==> config.mk <==
export PLATFORM = sky130hd
export DESIGN_NAME = timer_pin_io_control
export DESIGN_NICKNAME = d
export VERILOG_FILES = /design/src/verilog/timer_pin_pkg.sv /design/src/verilog/chan_if.sv /design/src/verilog/timer_pin_io_control.sv /design/src/verilog/pin_func_unit.sv
export SDC_FILE = /design/constraint.sdc
export NUM_CORES = 1
export LEC_CHECK = 0
export BUFFER_PORTS_ARGS = -buffer_cell sky130_fd_sc_hd__buf_2
export CAP_MARGIN = 20
export CORE_AREA = 2 2 104 106
export DETAILED_ROUTE_END_ITERATION = 12
export DIE_AREA = 0 0 106 108
export HOLD_SLACK_MARGIN = 0.03
export PLACE_DENSITY = 0.71
export SETUP_SLACK_MARGIN = 0.2
export SYNTH_ARGS = -nofsm -noshare
export SYNTH_HDL_FRONTEND = slang
export SYNTH_SLANG_ARGS = --single-unit
==> constraint.sdc <==
create_clock -name clk -period 2.6 [get_ports clk]
set_clock_uncertainty 0.2 [all_clocks]
set_input_delay 0.26 -clock clk [delete_from_list [all_inputs] [get_ports clk]]
set_output_delay 0.26 -clock clk [all_outputs]
set_load 0.005 [all_outputs]
==> src/verilog/timer_pin_pkg.sv <==
// Purpose: Shared constants and types for the timer pin function control block.
// Assumes: 32-bit AHB-Lite register bus, single word transfers only.
// Notes:   Offsets are byte addresses of aligned words.

package timer_pin_pkg;

	localparam int CNT_W = 16;
	localparam int CH_N = 2;
	localparam int CTRL_W = 8;
	localparam int ADDR_W = 8;

	localparam logic [ADDR_W-1:0] OFS_CH0_CTRL = 8'h00;
	localparam logic [ADDR_W-1:0] OFS_CH1_CTRL = 8'h04;
	localparam logic [ADDR_W-1:0] OFS_RUN_CTRL = 8'h08;
	localparam logic [ADDR_W-1:0] OFS_CH0_GEN = 8'h0c;
	localparam logic [ADDR_W-1:0] OFS_CH1_GEN = 8'h10;
	localparam logic [ADDR_W-1:0] OFS_EVT_STAT = 8'h14;
	localparam logic [ADDR_W-1:0] OFS_EVT_CLR = 8'h18;
	localparam logic [ADDR_W-1:0] OFS_EVT_EN = 8'h1c;
	localparam logic [ADDR_W-1:0] OFS_PIN_STAT = 8'h20;

	localparam int FUNC_LSB = 4;
	localparam int FUNC_MSB = 7;
	localparam int FB_CAPTURE = 3;
	localparam int FB_INIT = 2;
	localparam int FB_INT_SRC = 2;
	localparam int FB_BOTH = 1;
	localparam int FB_FALL = 0;
	localparam logic [3:0] FC_RISE = 4'h8;
	localparam logic [3:0] FC_FALL = 4'h9;
	localparam logic [2:0] FC_BOTH = 3'h5;
	localparam logic [1:0] FC_INT = 2'h3;

	localparam int RUN_W = 3;
	localparam int RB_START0 = 0;
	localparam int RB_START1 = 1;
	localparam int RB_BUF = 2;

	localparam logic [CTRL_W-1:0] CTRL_RST = 8'h00;
	localparam logic [RUN_W-1:0] RUN_RST = 3'h0;
	localparam logic [CH_N-1:0] EVT_RST = 2'h0;
	localparam logic [CNT_W-1:0] GEN_RST = 16'h0000;

	localparam int HTRANS_ACT = 1;
	localparam logic [2:0] SIZE_WORD = 3'h2;

	typedef enum logic [1:0]
	{
		ACT_RETAIN = 2'h0,
		ACT_LOW = 2'h1,
		ACT_HIGH = 2'h2,
		ACT_TOGGLE = 2'h3
	} out_act_t;

endpackage

==> src/verilog/chan_if.sv <==
// Purpose: Signals between the register block and one pin function unit.
// Assumes: Both ends share one clock.
// Notes:   Match, rise and fall strobes are one cycle wide; an internal source capture lasts as long as int_src.
`timescale 1ns/1ps
`default_nettype none

interface chan_if #(parameter int CW = 16);
	logic [3:0]    func;
	logic          start;
	logic          inhibit;
	logic [CW-1:0] count;
	logic          int_src;
	logic          lvl;
	logic          gen_we;
	logic [CW-1:0] gen_wdata;
	logic [CW-1:0] gen_q;
	logic          pin_q;
	logic          pin_oe;
	logic          match;
	logic          cap;
	logic          rise;
	logic          fall;

	modport top (output func, start, inhibit, count, int_src, lvl, gen_we, gen_wdata,
		input gen_q, pin_q, pin_oe, match, cap, rise, fall);
	modport unit (input func, start, inhibit, count, int_src, lvl, gen_we, gen_wdata,
		output gen_q, pin_q, pin_oe, match, cap, rise, fall);
endinterface

`default_nettype wire

==> src/verilog/timer_pin_io_control.sv <==
// Purpose: Pin function control for the channel 0 D and channel 1 B general registers.
// Assumes: Counters, count tick and C event come from logic on the same clock.
// Notes:   Zero wait state AHB-Lite slave; answer is always OKAY.
//
// The AHB-Lite register port and the register offsets were left to the implementer.
`timescale 1ns/1ps
`default_nettype none

module timer_pin_io_control
	import timer_pin_pkg::*;
(
	input  wire logic             clk,
	input  wire logic             rst_b,
	input  wire logic             hsel,
	input  wire logic [31:0]      haddr,
	input  wire logic [1:0]       htrans,
	input  wire logic             hwrite,
	input  wire logic [2:0]       hsize,
	input  wire logic [31:0]      hwdata,
	input  wire logic             hready,
	output logic      [31:0]      hrdata,
	output logic                  hreadyout,
	output logic                  hresp,
	input  wire logic [CNT_W-1:0] ch0_count,
	input  wire logic [CNT_W-1:0] ch1_count,
	input  wire logic             ch1_count_tick,
	input  wire logic             ch0_c_event,
	input  wire logic             ch0_pin_d_in,
	output logic                  ch0_pin_d_out,
	output logic                  ch0_pin_d_oe,
	input  wire logic             ch1_pin_b_in,
	output logic                  ch1_pin_b_out,
	output logic                  ch1_pin_b_oe,
	output logic                  irq
);

	logic [CTRL_W-1:0] ctrl_r [CH_N];
	logic [RUN_W-1:0]  run_r;
	logic [CH_N-1:0]   stat_r;
	logic [CH_N-1:0]   en_r;
	logic [ADDR_W-1:0] dp_addr_r;
	logic              dp_wr_r;
	logic              dp_rd_r;
	logic              ap_take;
	logic [CH_N-1:0]   sync1_r;
	logic [CH_N-1:0]   sync2_r;
	logic [CH_N-1:0]   pin_in_v;
	logic [CH_N-1:0]   pin_v;
	logic [CH_N-1:0]   oe_v;
	logic [CH_N-1:0]   match_v;
	logic [CH_N-1:0]   cap_v;
	logic [CH_N-1:0]   rise_v;
	logic [CH_N-1:0]   fall_v;
	logic [CH_N-1:0]   start_v;
	logic [CH_N-1:0]   inh_v;
	logic [CH_N-1:0]   src_v;
	logic [CH_N-1:0]   we_v;
	logic [CH_N-1:0]   evt_v;
	logic [CH_N-1:0]   clr_v;
	logic [3:0]        func_v [CH_N];
	logic [CNT_W-1:0]  count_v [CH_N];
	logic [CNT_W-1:0]  gen_v [CH_N];
	logic [31:0]       rd_mux;

	// Bus address phase.
	assign ap_take = hsel && hready && htrans[HTRANS_ACT];

	always_ff @(posedge clk or negedge rst_b)
	begin
		if (!rst_b)
		begin
			dp_addr_r <= '0;
			dp_wr_r <= 1'b0;
			dp_rd_r <= 1'b0;
		end
		else if (hready)
		begin
			dp_addr_r <= haddr[ADDR_W-1:0];
			dp_wr_r <= ap_take && hwrite && (hsize == SIZE_WORD);
			dp_rd_r <= ap_take && !hwrite;
		end
	end

	assign hreadyout = 1'b1;
	assign hresp = 1'b0;

	always_ff @(posedge clk or negedge rst_b)
	begin
		if (!rst_b)
		begin
			ctrl_r[0] <= CTRL_RST;
			ctrl_r[1] <= CTRL_RST;
		end
		else if (dp_wr_r)
		begin
			if (dp_addr_r == OFS_CH0_CTRL)
				ctrl_r[0] <= hwdata[CTRL_W-1:0];
			else if (dp_addr_r == OFS_CH1_CTRL)
				ctrl_r[1] <= hwdata[CTRL_W-1:0];
		end
	end

	always_ff @(posedge clk or negedge rst_b)
	begin
		if (!rst_b)
			run_r <= RUN_RST;
		else if (dp_wr_r && dp_addr_r == OFS_RUN_CTRL)
			run_r <= hwdata[RUN_W-1:0];
	end

	always_ff @(posedge clk or negedge rst_b)
	begin
		if (!rst_b)
			en_r <= EVT_RST;
		else if (dp_wr_r && dp_addr_r == OFS_EVT_EN)
			en_r <= hwdata[CH_N-1:0];
	end

	assign clr_v = (dp_wr_r && dp_addr_r == OFS_EVT_CLR) ? hwdata[CH_N-1:0] : EVT_RST;

	// A new event in the clearing cycle stays set, so none is lost.
	always_ff @(posedge clk or negedge rst_b)
	begin
		if (!rst_b)
			stat_r <= EVT_RST;
		else
			stat_r <= (stat_r & ~clr_v) | evt_v;
	end

	assign irq = |(stat_r & en_r);

	// Pins come from outside the clock domain.
	assign pin_in_v = {ch1_pin_b_in, ch0_pin_d_in};

	always_ff @(posedge clk or negedge rst_b)
	begin
		if (!rst_b)
		begin
			sync1_r <= '0;
			sync2_r <= '0;
		end
		else
		begin
			sync1_r <= pin_in_v;
			sync2_r <= sync1_r;
		end
	end

	// Per channel wiring; channel 0 is the D register, channel 1 the B register.
	assign count_v[0] = ch0_count;
	assign count_v[1] = ch1_count;
	assign start_v = {run_r[RB_START1], run_r[RB_START0]};
	assign inh_v = {1'b0, run_r[RB_BUF]};
	assign src_v = {ch0_c_event, ch1_count_tick};
	assign we_v[0] = dp_wr_r && dp_addr_r == OFS_CH0_GEN;
	assign we_v[1] = dp_wr_r && dp_addr_r == OFS_CH1_GEN;

	generate
		for (genvar i = 0; i < CH_N; i++)
		begin : g_ch
			chan_if #(.CW(CNT_W)) cif ();

			assign func_v[i] = ctrl_r[i][FUNC_MSB:FUNC_LSB];
			assign cif.func = func_v[i];
			assign cif.start = start_v[i];
			assign cif.inhibit = inh_v[i];
			assign cif.count = count_v[i];
			assign cif.int_src = src_v[i];
			assign cif.lvl = sync2_r[i];
			assign cif.gen_we = we_v[i];
			assign cif.gen_wdata = hwdata[CNT_W-1:0];
			assign gen_v[i] = cif.gen_q;
			assign pin_v[i] = cif.pin_q;
			assign oe_v[i] = cif.pin_oe;
			assign match_v[i] = cif.match;
			assign cap_v[i] = cif.cap;
			assign rise_v[i] = cif.rise;
			assign fall_v[i] = cif.fall;
			assign evt_v[i] = cif.match || cif.cap;

			pin_func_unit #(.CW(CNT_W)) u_unit
			(
				.clk   (clk),
				.rst_b (rst_b),
				.cif   (cif)
			);
		end
	endgenerate

	assign ch0_pin_d_out = pin_v[0];
	assign ch0_pin_d_oe = oe_v[0];
	assign ch1_pin_b_out = pin_v[1];
	assign ch1_pin_b_oe = oe_v[1];

	// The read mux works on registered address so a write just before is seen.
	always_comb
	begin
		rd_mux = 32'h0000_0000;
		if (dp_addr_r == OFS_CH0_CTRL)
			rd_mux = 32'(ctrl_r[0]);
		else if (dp_addr_r == OFS_CH1_CTRL)
			rd_mux = 32'(ctrl_r[1]);
		else if (dp_addr_r == OFS_RUN_CTRL)
			rd_mux = 32'(run_r);
		else if (dp_addr_r == OFS_CH0_GEN)
			rd_mux = 32'(gen_v[0]);
		else if (dp_addr_r == OFS_CH1_GEN)
			rd_mux = 32'(gen_v[1]);
		else if (dp_addr_r == OFS_EVT_STAT)
			rd_mux = 32'(stat_r);
		else if (dp_addr_r == OFS_EVT_EN)
			rd_mux = 32'(en_r);
		else if (dp_addr_r == OFS_PIN_STAT)
			rd_mux = 32'({sync2_r, pin_v});
	end

	assign hrdata = dp_rd_r ? rd_mux : 32'h0000_0000;

	generate
		for (genvar i = 0; i < CH_N; i++)
		begin : g_chk

		end
	endgenerate
endmodule

`default_nettype wire

==> src/verilog/pin_func_unit.sv <==
// Purpose: Compare and capture logic for one general register and its pin.
// Assumes: Pin level arrives already synchronised.
// Notes:   Capture wins over a software write in the same cycle.
`timescale 1ns/1ps
`default_nettype none

module pin_func_unit
	import timer_pin_pkg::*;
#(
	parameter int CW = CNT_W
)
(
	input  wire logic clk,
	input  wire logic rst_b,
	chan_if.unit      cif
);

	out_act_t      act;
	logic          is_cap;
	logic          eq;
	logic          eq_d_r;
	logic          lvl_d_r;
	logic          pin_r;
	logic [CW-1:0] gen_r;

	assign act = out_act_t'(cif.func[1:0]);
	assign is_cap = cif.func[FB_CAPTURE];
	assign eq = cif.start && (cif.count == gen_r);

	// single match pulse
	// A held count would otherwise toggle the pin on every clock.
	assign cif.match = !is_cap && !cif.inhibit && eq && !eq_d_r;
	assign cif.rise = cif.lvl && !lvl_d_r;
	assign cif.fall = !cif.lvl && lvl_d_r;

	always_comb
	begin
		cif.cap = 1'b0;
		if (is_cap && !cif.inhibit)
		begin
			if (cif.func[FB_INT_SRC])
				cif.cap = cif.int_src;
			else if (cif.func[FB_BOTH])
				cif.cap = cif.rise || cif.fall;
			else if (cif.func[FB_FALL])
				cif.cap = cif.fall;
			else
				cif.cap = cif.rise;
		end
	end

	always_ff @(posedge clk or negedge rst_b)
	begin
		if (!rst_b)
		begin
			eq_d_r <= 1'b0;
			lvl_d_r <= 1'b0;
		end
		else
		begin
			eq_d_r <= eq;
			lvl_d_r <= cif.lvl;
		end
	end

	always_ff @(posedge clk or negedge rst_b)
	begin
		if (!rst_b)
			pin_r <= 1'b0;
		else if (!is_cap && !cif.inhibit && act != ACT_RETAIN)
		begin
			if (!cif.start)
				pin_r <= cif.func[FB_INIT];
			else if (cif.match)
			begin
				case (act)
					ACT_LOW: pin_r <= 1'b0;
					ACT_HIGH: pin_r <= 1'b1;
					default: pin_r <= !pin_r;
				endcase
			end
		end
	end

	always_ff @(posedge clk or negedge rst_b)
	begin
		if (!rst_b)
			gen_r <= CW'(GEN_RST);
		else if (cif.cap)
			gen_r <= cif.count;
		else if (cif.gen_we)
			gen_r <= cif.gen_wdata;
	end

	assign cif.gen_q = gen_r;
	assign cif.pin_q = pin_r;
	assign cif.pin_oe = !is_cap;

endmodule

`default_nettype wire

==> impl_summary.txt, run 1 <==
----------------------------------------------------
[STA]
  Worst-margin pin slew ... 0.583 ns
  Post-route setup slack ... -0.0277 ns
  Final critical-path required period ... 2.63 ns
  Count of endpoints failing hold in the final timing report ... 0
  Final setup violation count ... 3
  Share of the clock period used by the worst path ... 101%
  Setup TNS ... -0.0553 ns
  Final count of pins violating max slew ... 0
  Setup repair after global routing missed its margin ... true
  Max Fclk ... 381 MHz
  Rel. slew slack ... 61.1%

[Yosys]
  Library cell with the highest instance count after synthesis ... sky130_fd_sc_hd__dfrtp_1
  Share of Yosys cell area claimed by the top area cell type ... 41.2%
  Multiplexer share of the synthesized area ... 14.9%
  Async SR Flop Fraction ... 100%
  Count of distinct cell types in the synthesized netlist ... 60
  Main combinational cell family by area after synthesis ... simple AND/OR/NAND/NOR gates
  Ranking of synthesized cells by instance count ... sky130_fd_sc_hd__dfrtp_1, sky130_fd_sc_hd__nand2_1, sky130_fd_sc_hd__mux2i_1
  Cell type contributing the most total cell area after synthesis ... sky130_fd_sc_hd__dfrtp_1
  Synth Warn # ... 0
  Area of the mapped netlist ... 0.00456 sq mm
  Avg Synthesized Cell Area ... 10.1 sq um
  Gate count after technology mapping ... 453
  Post-synthesis simple-gate area fraction ... 15.7%
  Share of the synthesized netlist area taken by xor and xnor gates ... 5.57%
  Flip-flop cell with the highest count after synthesis ... sky130_fd_sc_hd__dfrtp_1
  Register bit count reported by yosys ... 75
  Dominant cells by area after synthesis ... sky130_fd_sc_hd__dfrtp_1, sky130_fd_sc_hd__mux2i_1, sky130_fd_sc_hd__mux2_2
  Post-synthesis share of cell area spent on full adders, half adders and majority gates ... 2.20%
  Sequential fraction of the synthesis area ... 41.2%
  Area fraction in compound gates after synthesis ... 12.7%
  Number of flops mapped to enable cells by yosys ... 0

[Setup path]
  Type of the setup path with the least slack ... reg2out
  Worst Path Max Fanout ... 4
  Cell type of the slowest stage on the worst timing path ... sky130_fd_sc_hd__or4_4
  Crit path capture type ... primary output
  Maximum single-stage delay on the critical path ... 0.61 ns
  Ordered list of cells on the worst path ... or4_4, buf_6, or2_4, o221ai_2, a21oi_2, buf_2
  Startpoint kind of the worst setup timing path ... flop
  Data arrival time at the worst-slack endpoint ... 2.17 ns
  Data required time at the worst endpoint ... 2.14 ns

[Run]
  Max-cap violation count ... 0

[Floorplan]
  I/O Pins ... 149
  Core region area ... 0.0102 sq mm
  Starting density of the core ... 44.5%
  Full die area ... 0.0114 sq mm
  Std cell rows ... 37
  Die span in y ... 108 um
  Width of the die ... 106 um

[Finish]
  Utilization of the core after routing ... 60.2%
  Antenna fix cells ... 0
  Total non-filler cell area in the finished layout ... 0.00616 sq mm
  Layout cells sized above 1 ... 32.8%
  Layout overhead on the synthesized area ... 35.2%
  Layout Nets ... 738

[Run status]
  Violated checks ... negative setup slack
  Outcome ... finished, violations left

[CTS]
  Clk_lat worst skew ... 0.36 ns
  Number of buffers created by CTS ... 9
  H-Tree Level Count ... 3
  TritonCTS clock tree ... done
  Clk sink count ... 75
  Register clock-pin slew on the reported worst setup and hold paths ... 0.08 ns
  Clock Tree Buf Depth ... 2
  Root Driver ... sky130_fd_sc_hd__clkbuf_8

[Routing]
  Final routed wirelength across all metal layers ... 13200 um
  Vias ... 4041
  Drc violations ... 0
  Length of the first detailed-routing pass in iterations ... 5
  Detail-routed via count per cell ... 5.31
  Count of routing violations after the opening detailed-route iteration ... 225
  Number of antenna-violating nets in the routed design ... 0
  Average wire length per cell after detail routing ... 17.3 um

[Worst hold path]
  Hold Path Class ... in2reg

[Power and ir drop]
  Max rail drop VDD ... 0.000257 V
  Power density cells ... 541 mW/mm^2
  Static Leakage ... 2.97 nW

[Placed design]
  DP Wirelength ... 9390 um
  Post-placement worst setup slack ... 0.164 ns
  Port Buf Inserts ... 89
  Placement Cell Area ... 0.00511 sq mm
  Final weighted congestion in routability-driven placement ... 0.910

[Global route]
  Number of antenna violations at the first check in global routing ... 0
  Total GRT Usage ... 23.7%
  GRT Residual Overflow ... 0
  Number of global-route vias before repair ... 4062
  Global-route wire length before repair ... 20800 um
  Maximum number of pins on one net before global-route repair ... 39

----------------------------------------------------
cells in the final DEF, fill, tap and decap left out, types with 18 or more instances in the layout:
master and count:
sky130_fd_sc_hd__buf_2 89, sky130_fd_sc_hd__dfrtp_1 71, sky130_fd_sc_hd__dlygate4sd3_1 57, sky130_fd_sc_hd__nand2_1 46, sky130_fd_sc_hd__mux2i_1 33, sky130_fd_sc_hd__mux2_2 27
sky130_fd_sc_hd__buf_4 26, sky130_fd_sc_hd__o21ai_0 23, sky130_fd_sc_hd__xor2_1 22, sky130_fd_sc_hd__o21ai_1 21, sky130_fd_sc_hd__inv_1 20, sky130_fd_sc_hd__nor2_1 18
sky130_fd_sc_hd__conb_1 18
sequential cells by signal, summed over array words and instances, names as in the netlist:
register / flops
g_ch.u_unit.cif.gen_q: 32
ctrl_r: 16
dp_addr_r: 8
run_r: 3
en_r: 2
g_ch.u_unit.cif.pin_q: 2
g_ch.u_unit.eq_d_r: 2
g_ch.u_unit.lvl_d_r: 2
stat_r: 2
sync1_r: 2
sync2_r: 2
dp_rd_r: 1
dp_wr_r: 1
logic make-up after synthesis:
family / Yosys count
xor gates and xnor gates: 29
adders and majority gates: 8
and+or+nand+nor: 126
other: 2
DFF: 75
buffers and inverters: 57
AOI/OAI and AO/OA: 93
muxes: 63
metrics by stage:
step                      power [mW]  hold slack, ns  instances
final                           3.33          0.0451        761
after global routing            3.49          0.0400        761
after CTS                       3.32          0.0379        758
after detailed placement        2.15          0.0924        672
after global placement          2.11          0.0746        672
after floorplan                 1.88          -0.236        469
where the power goes:
group          switching, mW  leakage (nW)  internal (mW)
registers              0.199         0.897           1.33
logic                  0.347          1.95          0.369
clock network          0.444         0.122          0.646
total                  0.990          2.97           2.34
area by class of cell:
type | instances | area (sq um)
multi-input combinational | 337 | 2500
timing repair buffer | 177 | 1280
clock inverter | 3 | 67.6
tap | 136 | 170
inverter | 20 | 75.1
clock buffer | 13 | 179
sequential | 75 | 1880
fill | 838 | 4070
path summary, 6_finish.rpt:
path                            slack [ns]    startpoint  cells past startpoint                          end
worst max-delay path                 -0.03  dp_addr_r[0]                      6                    hrdata[1]
worst min-delay path                  0.05     hwdata[3]                      2                    ctrl_r[3]
worst max register to register        0.38  dp_addr_r[6]                      7  g_ch[1].u_unit.cif.gen_q[9]
worst min register to register        0.15    sync1_r[0]                      0                   sync2_r[0]
max in group asynchronous             1.33         rst_b                      3                    ctrl_r[4]
min in group asynchronous             0.24         rst_b                      2                 dp_addr_r[1]
worst max-delay path: cells and delay by family, from the launching register on:
family,cells,cell delay (ns)
simple gates,2,0.86
flops,1,0.40
compound gates,2,0.25
buf+inv,2,0.31
layer usage:
metal / track usage (%) / share of wire [%] / vias to the layer above
met1: 30.1 / 42 / 1938
met5: 0 / 0 / -
li1: - / - / 1917
met3: 4.10 / 6.1 / 32
met4: 9.77 / 2.7 / 0
met2: 40.3 / 49 / 154
what timing repair did:
item	CTS	global route
setup endpoints to repair	16	16
resized for setup	29	2
endpoints found under the hold margin	73	0
hold buffers	57	0
setup buffers	13	3
pin swaps	6	4
No activity file was read; power rests on OpenSTA's default activity.
==> run 2: changes to the inputs <==
- ABC_AREA: unset -> 1
- CORE_AREA: 2 2 104 106 -> 2 2 108 110
- DIE_AREA: 0 0 106 108 -> 0 0 110 112
- PLACE_DENSITY: 0.71 -> 0.7
==> run 2 against run 1 <==
  * The run now ends clean
  * Sequential power is 12% lower
  * Clock power is 16% higher
  * Global-route usage is 0.86 points higher
  * Synthesized area is 7.7% higher
  * Sequential share of layout area is 0.20 points higher
  * Worst hold slack worse by 0.0071 ns
  * Synthesized cell count is 43% higher
  * Sequential cell count stayed put
  * Non-clock buffer count is 43 lower
  * Combinational power is 18% lower
  * Die area is 7.6% higher
  * Largest cell class unchanged
  * Largest power group unchanged
==> impl_summary.txt, run 2 <==
----------------------------------------------------
[Finish]
  Utilization of the core after routing ... 54.6% (-5.6 points)
  Number of fill cells in the layout ... 1071 (+28%)
  Layout Nets ... 897 (+22%)
  Multi-input gate area ... 0.00245 sq mm (-2.2%)
  Layout overhead on the synthesized area ... 24.4%
  Total non-filler cell area in the finished layout ... 0.00610 sq mm (-0.91%)
  Commonest cells after routing, fill and taps aside ... sky130_fd_sc_hd__nand2_1, sky130_fd_sc_hd__inv_1, sky130_fd_sc_hd__buf_2
  Most common cell after layout, fill and taps aside ... sky130_fd_sc_hd__nand2_1
  Layout cells sized above 1 ... 21.9% (-11 points)
  Post-route non-filler standard cell count ... 927 (+22%)
  Register area ... 0.00188 sq mm (-0.27%)
  Antenna fix cells ... 0 (unchanged)
  Max FFs per register ... 32 (unchanged)

[Setup path]
  Data arrival time at the worst-slack endpoint ... 1.96 ns (-0.21 ns)
  Data required time at the worst endpoint ... 2.14 ns (about the same)
  Type of the setup path with the least slack ... reg2out
  Crit path capture type ... primary output
  Startpoint kind of the worst setup timing path ... flop
  Worst Path Max Fanout ... 9 (+5)
  Length in cells of the worst reg-to-reg path ... 7 (unchanged)

[Power and ir drop]
  Net switching fraction of the power ... 29.2% (-0.53 points)
  Internal Power ... 2.26 mW (-3.4%)
  Share of power burned in combinational logic ... 18.3% (-3.2 points)
  Max rail drop VDD ... 0.000327 V (+27%)
  Power density cells ... 523 mW/mm^2 (-3.3%)
  Switching power ... 0.932 mW (-5.9%)
  Power, Total ... 3.19 mW (-4.2%)
  Sequential cell fraction of total power ... 42.4% (-3.4 points)
  Static Leakage ... 3.17 nW (+6.7%)
  Clk pwr share ... 39.3% (+6.6 points)

[Placed design]
  Port Buf Inserts ... 89 (unchanged)
  Post-placement worst setup slack ... 0.429 ns (+0.265 ns)
  DP Wirelength ... 10900 um (+16%)
  Instance count after placement with tap cells included ... 870 (+29%)
  Placement Cell Area ... 0.00539 sq mm (+5.5%)
  Final weighted congestion in routability-driven placement ... 0.969 (+6.5%)

[Yosys]
  Gate count after technology mapping ... 650 (+43%)
  Ranking of synthesized cells by instance count ... sky130_fd_sc_hd__nand2_1, sky130_fd_sc_hd__inv_1, sky130_fd_sc_hd__dfrtp_1
  Count of distinct cell types in the synthesized netlist ... 49 (-18%)
  Library cell with the highest instance count after synthesis ... sky130_fd_sc_hd__nand2_1
  Avg Synthesized Cell Area ... 7.55 sq um (-25%)
  Async SR Flop Fraction ... 100% (unchanged)
  Flip-flop cell with the highest count after synthesis ... sky130_fd_sc_hd__dfrtp_1
  Cell type contributing the most total cell area after synthesis ... sky130_fd_sc_hd__dfrtp_1
  Sequential fraction of the synthesis area ... 38.2% (-3.0 points)
  Synth Warn # ... 0 (unchanged)
  Share of Yosys cell area claimed by the top area cell type ... 38.2% (-3.0 points)
  Register bit count reported by yosys ... 75 (unchanged)
  Number of flops mapped to enable cells by yosys ... 0 (unchanged)
  Dominant cells by area after synthesis ... sky130_fd_sc_hd__dfrtp_1, sky130_fd_sc_hd__nand2_1, sky130_fd_sc_hd__inv_1
  Area of the mapped netlist ... 0.00491 sq mm (+7.7%)

[Floorplan]
  Starting density of the core ... 43.9% (-0.61 points)
  Full die area ... 0.0123 sq mm (+7.6%)
  I/O Pins ... 149 (unchanged)
  Core region area ... 0.0112 sq mm (+9.2%)
  Width of the die ... 110 um (+3.8%)
  Die span in y ... 112 um (+3.7%)
  Std cell rows ... 39 (+5.4%)

[CTS]
  Clk_lat worst skew ... 0.34 ns (-0.02 ns)
  H-Tree Level Count ... 3 (unchanged)
  Clk sink count ... 75 (unchanged)
  Number of buffers created by CTS ... 9 (unchanged)
  Register clock-pin slew on the reported worst setup and hold paths ... 0.06 ns (-0.02 ns)
  Clock Tree Buf Depth ... 2 (unchanged)
  Root Driver ... sky130_fd_sc_hd__clkbuf_16
  TritonCTS clock tree ... done

[Routing]
  Final routed wirelength across all metal layers ... 14800 um (+13%)
  Number of antenna-violating nets in the routed design ... 0 (unchanged)
  Count of routing violations after the opening detailed-route iteration ... 385 (+71%)
  Average wire length per cell after detail routing ... 16.0 um (-7.5%)
  Vias ... 4860 (+20%)
  Drc violations ... 0 (unchanged)
  Length of the first detailed-routing pass in iterations ... 7 (+2)
  Detail-routed via count per cell ... 5.24 (-1.3%)

[STA]
  Max Fclk ... 413 MHz (+8.6%)
  Final critical-path required period ... 2.42 ns (-0.207 ns)
  Final setup violation count ... 0 (-3)
  Setup repair after global routing missed its margin ... true
  Worst-margin pin slew ... 0.505 ns (-0.0777 ns)
  Worst hold slack ... 0.0380 ns (-0.00711 ns)
  Share of the clock period used by the worst path ... 93.1% (-8.0 points)
  Rel. slew slack ... 66.3% (+5.2 points)
  Count of endpoints failing hold in the final timing report ... 0 (unchanged)
  Post-route setup slack ... 0.180 ns (+0.207 ns)
  Setup TNS ... 0 ns (+0.0553 ns)
  Final count of pins violating max slew ... 0 (unchanged)

[Global route]
  Number of global-route vias before repair ... 4620 (+14%)
  Number of antenna violations at the first check in global routing ... 0 (unchanged)
  Maximum number of pins on one net before global-route repair ... 76 (+95%)
  Total GRT Usage ... 24.6% (+0.86 points)
  Met3 Use GR ... 4.68% (+0.58 points)
  Met1 routing resource usage after global routing ... 32.7% (+2.7 points)
  Grt met2 use ... 39.1% (-1.2 points)
  Global-route wire length before repair ... 22900 um (+10%)
  Global routing's busiest layer ... met2
  GRT Residual Overflow ... 0 (unchanged)

[Worst hold path]
  Hold Path Class ... in2reg
  WHS Path Cells ... 3 (+1)

[Run status]
  Outcome ... finished, final reports clean

[Run]
  Max-cap violation count ... 0 (unchanged)

----------------------------------------------------
==> run 2: changes by cell type in the layout (fill, tap and decap cells not counted), moves of 15 or more <==
cell,before,now
sky130_fd_sc_hd__nand2_1,46,178
sky130_fd_sc_hd__inv_1,20,101
sky130_fd_sc_hd__mux2i_1,33,0
sky130_fd_sc_hd__nand3_1,6,34
sky130_fd_sc_hd__mux2_2,27,0
sky130_fd_sc_hd__o221ai_1,1,26
sky130_fd_sc_hd__dlygate4sd3_1,57,33
sky130_fd_sc_hd__xor2_1,22,0
sky130_fd_sc_hd__nor2_1,18,36
sky130_fd_sc_hd__a21oi_1,7,24
sky130_fd_sc_hd__o21ai_2,1,18
sky130_fd_sc_hd__o21ai_1,21,6
==> run 2: repair_timing <==
| item | in CTS | in global routing |
|---|---|---|
| pin swaps | 4 | 6 |
| buffers inserted | 6 | 2 |
| endpoints found under the setup margin | 5 | 12 |
| resized for setup | 2 | 6 |
| hold buffers | 32 | 1 |
| endpoints found under the hold margin | 110 | 1 |
==> run 2: cell type report <==
cell class	instances	share of cell area (%)
timing repair buffer	134	14.4
inverter	112	6.99
multi-input combinational	447	40.1
sequential	75	30.7
tap	143	2.93
clock buffer	10	3.91
clock inverter	6	0.902
==> run 2: path summary, 6_finish.rpt <==
check | start | end | slack [ns]
max | dp_addr_r[1] | hrdata[11] | 0.18
min | hsel | dp_rd_r | 0.04
max reg2reg | sync2_r[1] | g_ch[1].u_unit.cif.gen_q[10] | 0.42
min reg2reg | sync1_r[1] | sync2_r[1] | 0.15
max in group asynchronous | rst_b | g_ch[1].u_unit.cif.gen_q[12] | 1.58
min in group asynchronous | rst_b | g_ch[0].u_unit.cif.gen_q[11] | 0.29
==> run 2: layer usage <==
layer / wire length [um] / up-vias
li1: - / 2350
met4: 434 / 0
met5: 0 / -
met1: 6300 / 2262
met2: 7010 / 216
met3: 1080 / 32
==> run 2: cell families after synthesis <==
family / count (synthesis) / share of synthesized area [%]
AO/OA/AOI/OAI: 119 / 16.7
other: 2 / 0.153
XOR/XNOR: 6 / 1.07
adder cells (fa/ha/maj): 8 / 2.04
flip-flops: 75 / 38.2
AND/OR/NAND/NOR: 296 / 27.9
buffers and inverters: 144 / 13.8
==> run 2: power groups by stage <==
| stage | logic, mW | registers [mW] | clock network [mW] |
|---|---|---|---|
| 2_1_floorplan | 0.373 | 1.35 | 0 |
| 3_3_place_gp | 0.518 | 1.37 | 0 |
| 3_5_place_dp | 0.532 | 1.37 | 0 |
| 4_1_cts | 0.575 | 1.35 | 1.28 |
| 5_1_grt | 0.660 | 1.36 | 1.33 |
| 6_report | 0.584 | 1.35 | 1.26 |
==> run 2: worst max-delay path: stages (launching register included) <==
cell and delay, ns:
sky130_fd_sc_hd__dfrtp_1 0.42, sky130_fd_sc_hd__nor2_4 0.19, sky130_fd_sc_hd__nand3_4 0.14, sky130_fd_sc_hd__nor2_4 0.20, sky130_fd_sc_hd__buf_4 0.21, sky130_fd_sc_hd__a21oi_1 0.10, sky130_fd_sc_hd__a211oi_2 0.21, sky130_fd_sc_hd__buf_2 0.15
==> run 3: changes to the inputs <==
- CAP_MARGIN: 20 -> 10
- CTS_BUF_LIST: unset -> sky130_fd_sc_hd__clkbuf_16
==> run 3 against run 2 <==
  * Wire length about the same
  * Critical endpoint unchanged
  * Largest cell class unchanged
  * First-iteration DRC count increased by 6.8%
  * Sequential power about the same
  * Worst hold slack got worse by 0.0011 ns
  * Non-clock buffer count unchanged
  * Maximum frequency decreased by 0.18%
  * Cell area decreased by 0.16%
  * Critical path type unchanged
  * Via count increased by 0.35%
  * Highest routed layer unchanged
  * Combinational power about the same
==> impl_summary.txt, run 3 (synthesized netlist as in run 2, its figures left out) <==
----------------------------------------------------
[Run status]
  Outcome ... finished, final reports clean

[Placed design]
  Instance count after placement with tap cells included ... 870 (unchanged)
  Final weighted congestion in routability-driven placement ... 0.969 (unchanged)
  Port Buf Inserts ... 89 (unchanged)
  DP Wirelength ... 10900 um (unchanged)

[Worst hold path]
  Hold Path Class ... in2reg
  Hold Path End ... dp_rd_r
  WHS Path Cells ... 3 (unchanged)
  Worst hold start ... hsel

[CTS]
  Clk_lat worst skew ... 0.34 ns (about the same)
  Root Driver ... sky130_fd_sc_hd__clkbuf_16
  TritonCTS clock tree ... done
  Register clock-pin slew on the reported worst setup and hold paths ... 0.06 ns (about the same)
  H-Tree Level Count ... 3 (unchanged)
  Clk sink count ... 75 (unchanged)
  Clock Tree Buf Depth ... 2 (unchanged)
  Number of buffers created by CTS ... 9 (unchanged)

[Floorplan]
  Std cell rows ... 39 (unchanged)
  Width of the die ... 110 um (unchanged)
  Die span in y ... 112 um (unchanged)
  Core region area ... 0.0112 sq mm (unchanged)
  Starting density of the core ... 43.9% (unchanged)
  I/O Pins ... 149 (unchanged)
  Full die area ... 0.0123 sq mm (unchanged)

[Setup path]
  Type of the setup path with the least slack ... reg2out
  Crit Reg-Reg Endpoint ... g_ch[1].u_unit.cif.gen_q[10]
  Cell type of the slowest stage on the worst timing path ... sky130_fd_sc_hd__dfrtp_1
  Startpoint kind of the worst setup timing path ... flop
  Top cell family by delay on the critical path ... simple AND/OR/NAND/NOR gates
  Ordered list of cells on the worst path ... nor2_4, nand3_4, nor2_4, buf_4, a21oi_1, a211oi_2, buf_2
  Length in cells of the worst reg-to-reg path ... 7 (unchanged)
  Worst Path Max Fanout ... 9 (unchanged)
  RR Startpoint ... sync2_r[1]
  R2R setup slack ... 0.39 ns (-0.03 ns)
  Maximum single-stage delay on the critical path ... 0.42 ns (about the same)
  Data required time at the worst endpoint ... 2.14 ns (about the same)
  Data arrival time at the worst-slack endpoint ... 1.96 ns (about the same)
  Crit path capture type ... primary output
  Most frequent cell on the critical path ... sky130_fd_sc_hd__nor2_4
  Crit path buf inv count ... 2 (unchanged)

[Routing]
  Number of antenna-violating nets in the routed design ... 0 (unchanged)
  Average wire length per cell after detail routing ... 16.0 um (about the same)
  Drc violations ... 0 (unchanged)
  Final routed wirelength across all metal layers ... 14800 um (about the same)
  Vias ... 4877 (+0.35%)
  Length of the first detailed-routing pass in iterations ... 5 (-2)
  Detail-routed via count per cell ... 5.26 (+0.35%)
  Count of routing violations after the opening detailed-route iteration ... 411 (+6.8%)

[STA]
  Share of the clock period used by the worst path ... 93.3% (+0.17 points)
  Final count of pins violating max slew ... 0 (unchanged)
  Worst hold slack ... 0.0370 ns (-0.00106 ns)
  Count of endpoints failing hold in the final timing report ... 0 (unchanged)
  Setup TNS ... 0 ns (unchanged)
  Rel. slew slack ... 66.1% (-0.18 points)
  Final setup violation count ... 0 (unchanged)
  Worst-margin pin slew ... 0.508 ns (+0.00273 ns)
  Setup repair after global routing missed its margin ... true
  Final critical-path required period ... 2.42 ns (+0.00444 ns)
  Max Fclk ... 412 MHz (-0.18%)

[Power and ir drop]
  Power density cells ... 519 mW/mm^2 (-0.78%)
  Max rail drop VDD ... 0.000327 V (about the same)
  Static Leakage ... 3.16 nW (-0.18%)

[Finish]
  Most common cell after layout, fill and taps aside ... sky130_fd_sc_hd__nand2_1
  Number of fill cells in the layout ... 1075 (+0.37%)
  Layout Nets ... 897 (unchanged)
  Register area ... 0.00188 sq mm (unchanged)
  Layout overhead on the synthesized area ... 24.2%
  Post-route non-filler standard cell count ... 927 (unchanged)
  Multi-input gate area ... 0.00245 sq mm (unchanged)
  Layout cells sized above 1 ... 21.8% (-0.13 points)
  Antenna fix cells ... 0 (unchanged)
  Commonest cells after routing, fill and taps aside ... sky130_fd_sc_hd__nand2_1, sky130_fd_sc_hd__inv_1, sky130_fd_sc_hd__buf_2
  Max FFs per register ... 32 (unchanged)

[Global route]
  Grt met2 use ... 39.5% (+0.37 points)
  Global routing's busiest layer ... met2
  Global-route wire length before repair ... 22900 um (+0.24%)
  GRT Residual Overflow ... 0 (unchanged)
  Number of global-route vias before repair ... 4640 (+0.43%)
  Total GRT Usage ... 24.6% (+0.085 points)
  Number of antenna violations at the first check in global routing ... 0 (unchanged)
  Maximum number of pins on one net before global-route repair ... 76 (unchanged)
  Met1 routing resource usage after global routing ... 32.6% (-0.075 points)
  Met3 Use GR ... 4.68% (unchanged)

[Run]
  Max-cap violation count ... 0 (unchanged)

----------------------------------------------------
-- run 3: worst max-delay path by stage --
stage            startpoint                           end  slack, ns  cells after the start
3_3_place_gp   dp_addr_r[7]                     hrdata[5]       0.44                      8
5_1_grt        dp_addr_r[1]                     hrdata[2]       0.12                      8
4_1_cts        dp_addr_r[1]                     hrdata[4]       0.21                      8
2_1_floorplan    sync2_r[0]  g_ch[0].u_unit.cif.gen_q[10]       0.82                     10
3_5_place_dp   dp_addr_r[1]                     hrdata[5]       0.43                      8
6_report       dp_addr_r[1]                    hrdata[11]       0.18                      7
-- run 3: routing by layer --
metal | wire length [um] | share of wire, %
met1 | 6150 | 41
met2 | 7060 | 48
met3 | 1200 | 8.1
met5 | 0 | 0
met4 | 430 | 2.9
-- run 3: tightest hold or removal path, cell delays in order --
cell,delay [ns]
sky130_fd_sc_hd__buf_2,0.10
sky130_fd_sc_hd__nand3_1,0.10
sky130_fd_sc_hd__o22ai_1,0.08
-- run 3: what timing repair did --
action	4_1_cts	5_1_grt
setup endpoints to repair	5	12
setup buffers	6	2
hold buffers	32	1
hold endpoints to repair	110	1
pin swaps	4	6
cloned	0	0
gates resized for setup	2	6
-- run 3: area by class of cell --
class / instances / share of cell area, %
Sequential cell: 75 / 30.8
Clock inverter: 7 / 0.965
Tap cell: 143 / 2.94
Inverter: 112 / 7.00
Multi-Input combinational cell: 447 / 40.2
Clock buffer: 9 / 3.70
Timing Repair Buffer: 134 / 14.5
-- run 3: through the flow --
| step | util [%] | area (sq um) | setup WS, ns | total power [mW] |
|---|---|---|---|---|
| after CTS | 54.1 | 6050 | 0.213 | 3.17 |
| after floorplan | - | 4970 | 0.824 | 1.72 |
| after global routing | 54.5 | 6090 | 0.124 | 3.33 |
| after global placement | 48.2 | 5390 | 0.443 | 1.89 |
| final | 54.5 | 6090 | 0.175 | 3.16 |
| after detailed placement | 48.2 | 5390 | 0.429 | 1.90 |
-- run 3: report_power, final --
group	internal [mW]	leakage [nW]	switching, mW
Combinational	0.237	2.15	0.348
Sequential	1.26	0.871	0.0891
Clock	0.731	0.146	0.494
Total	2.23	3.16	0.931
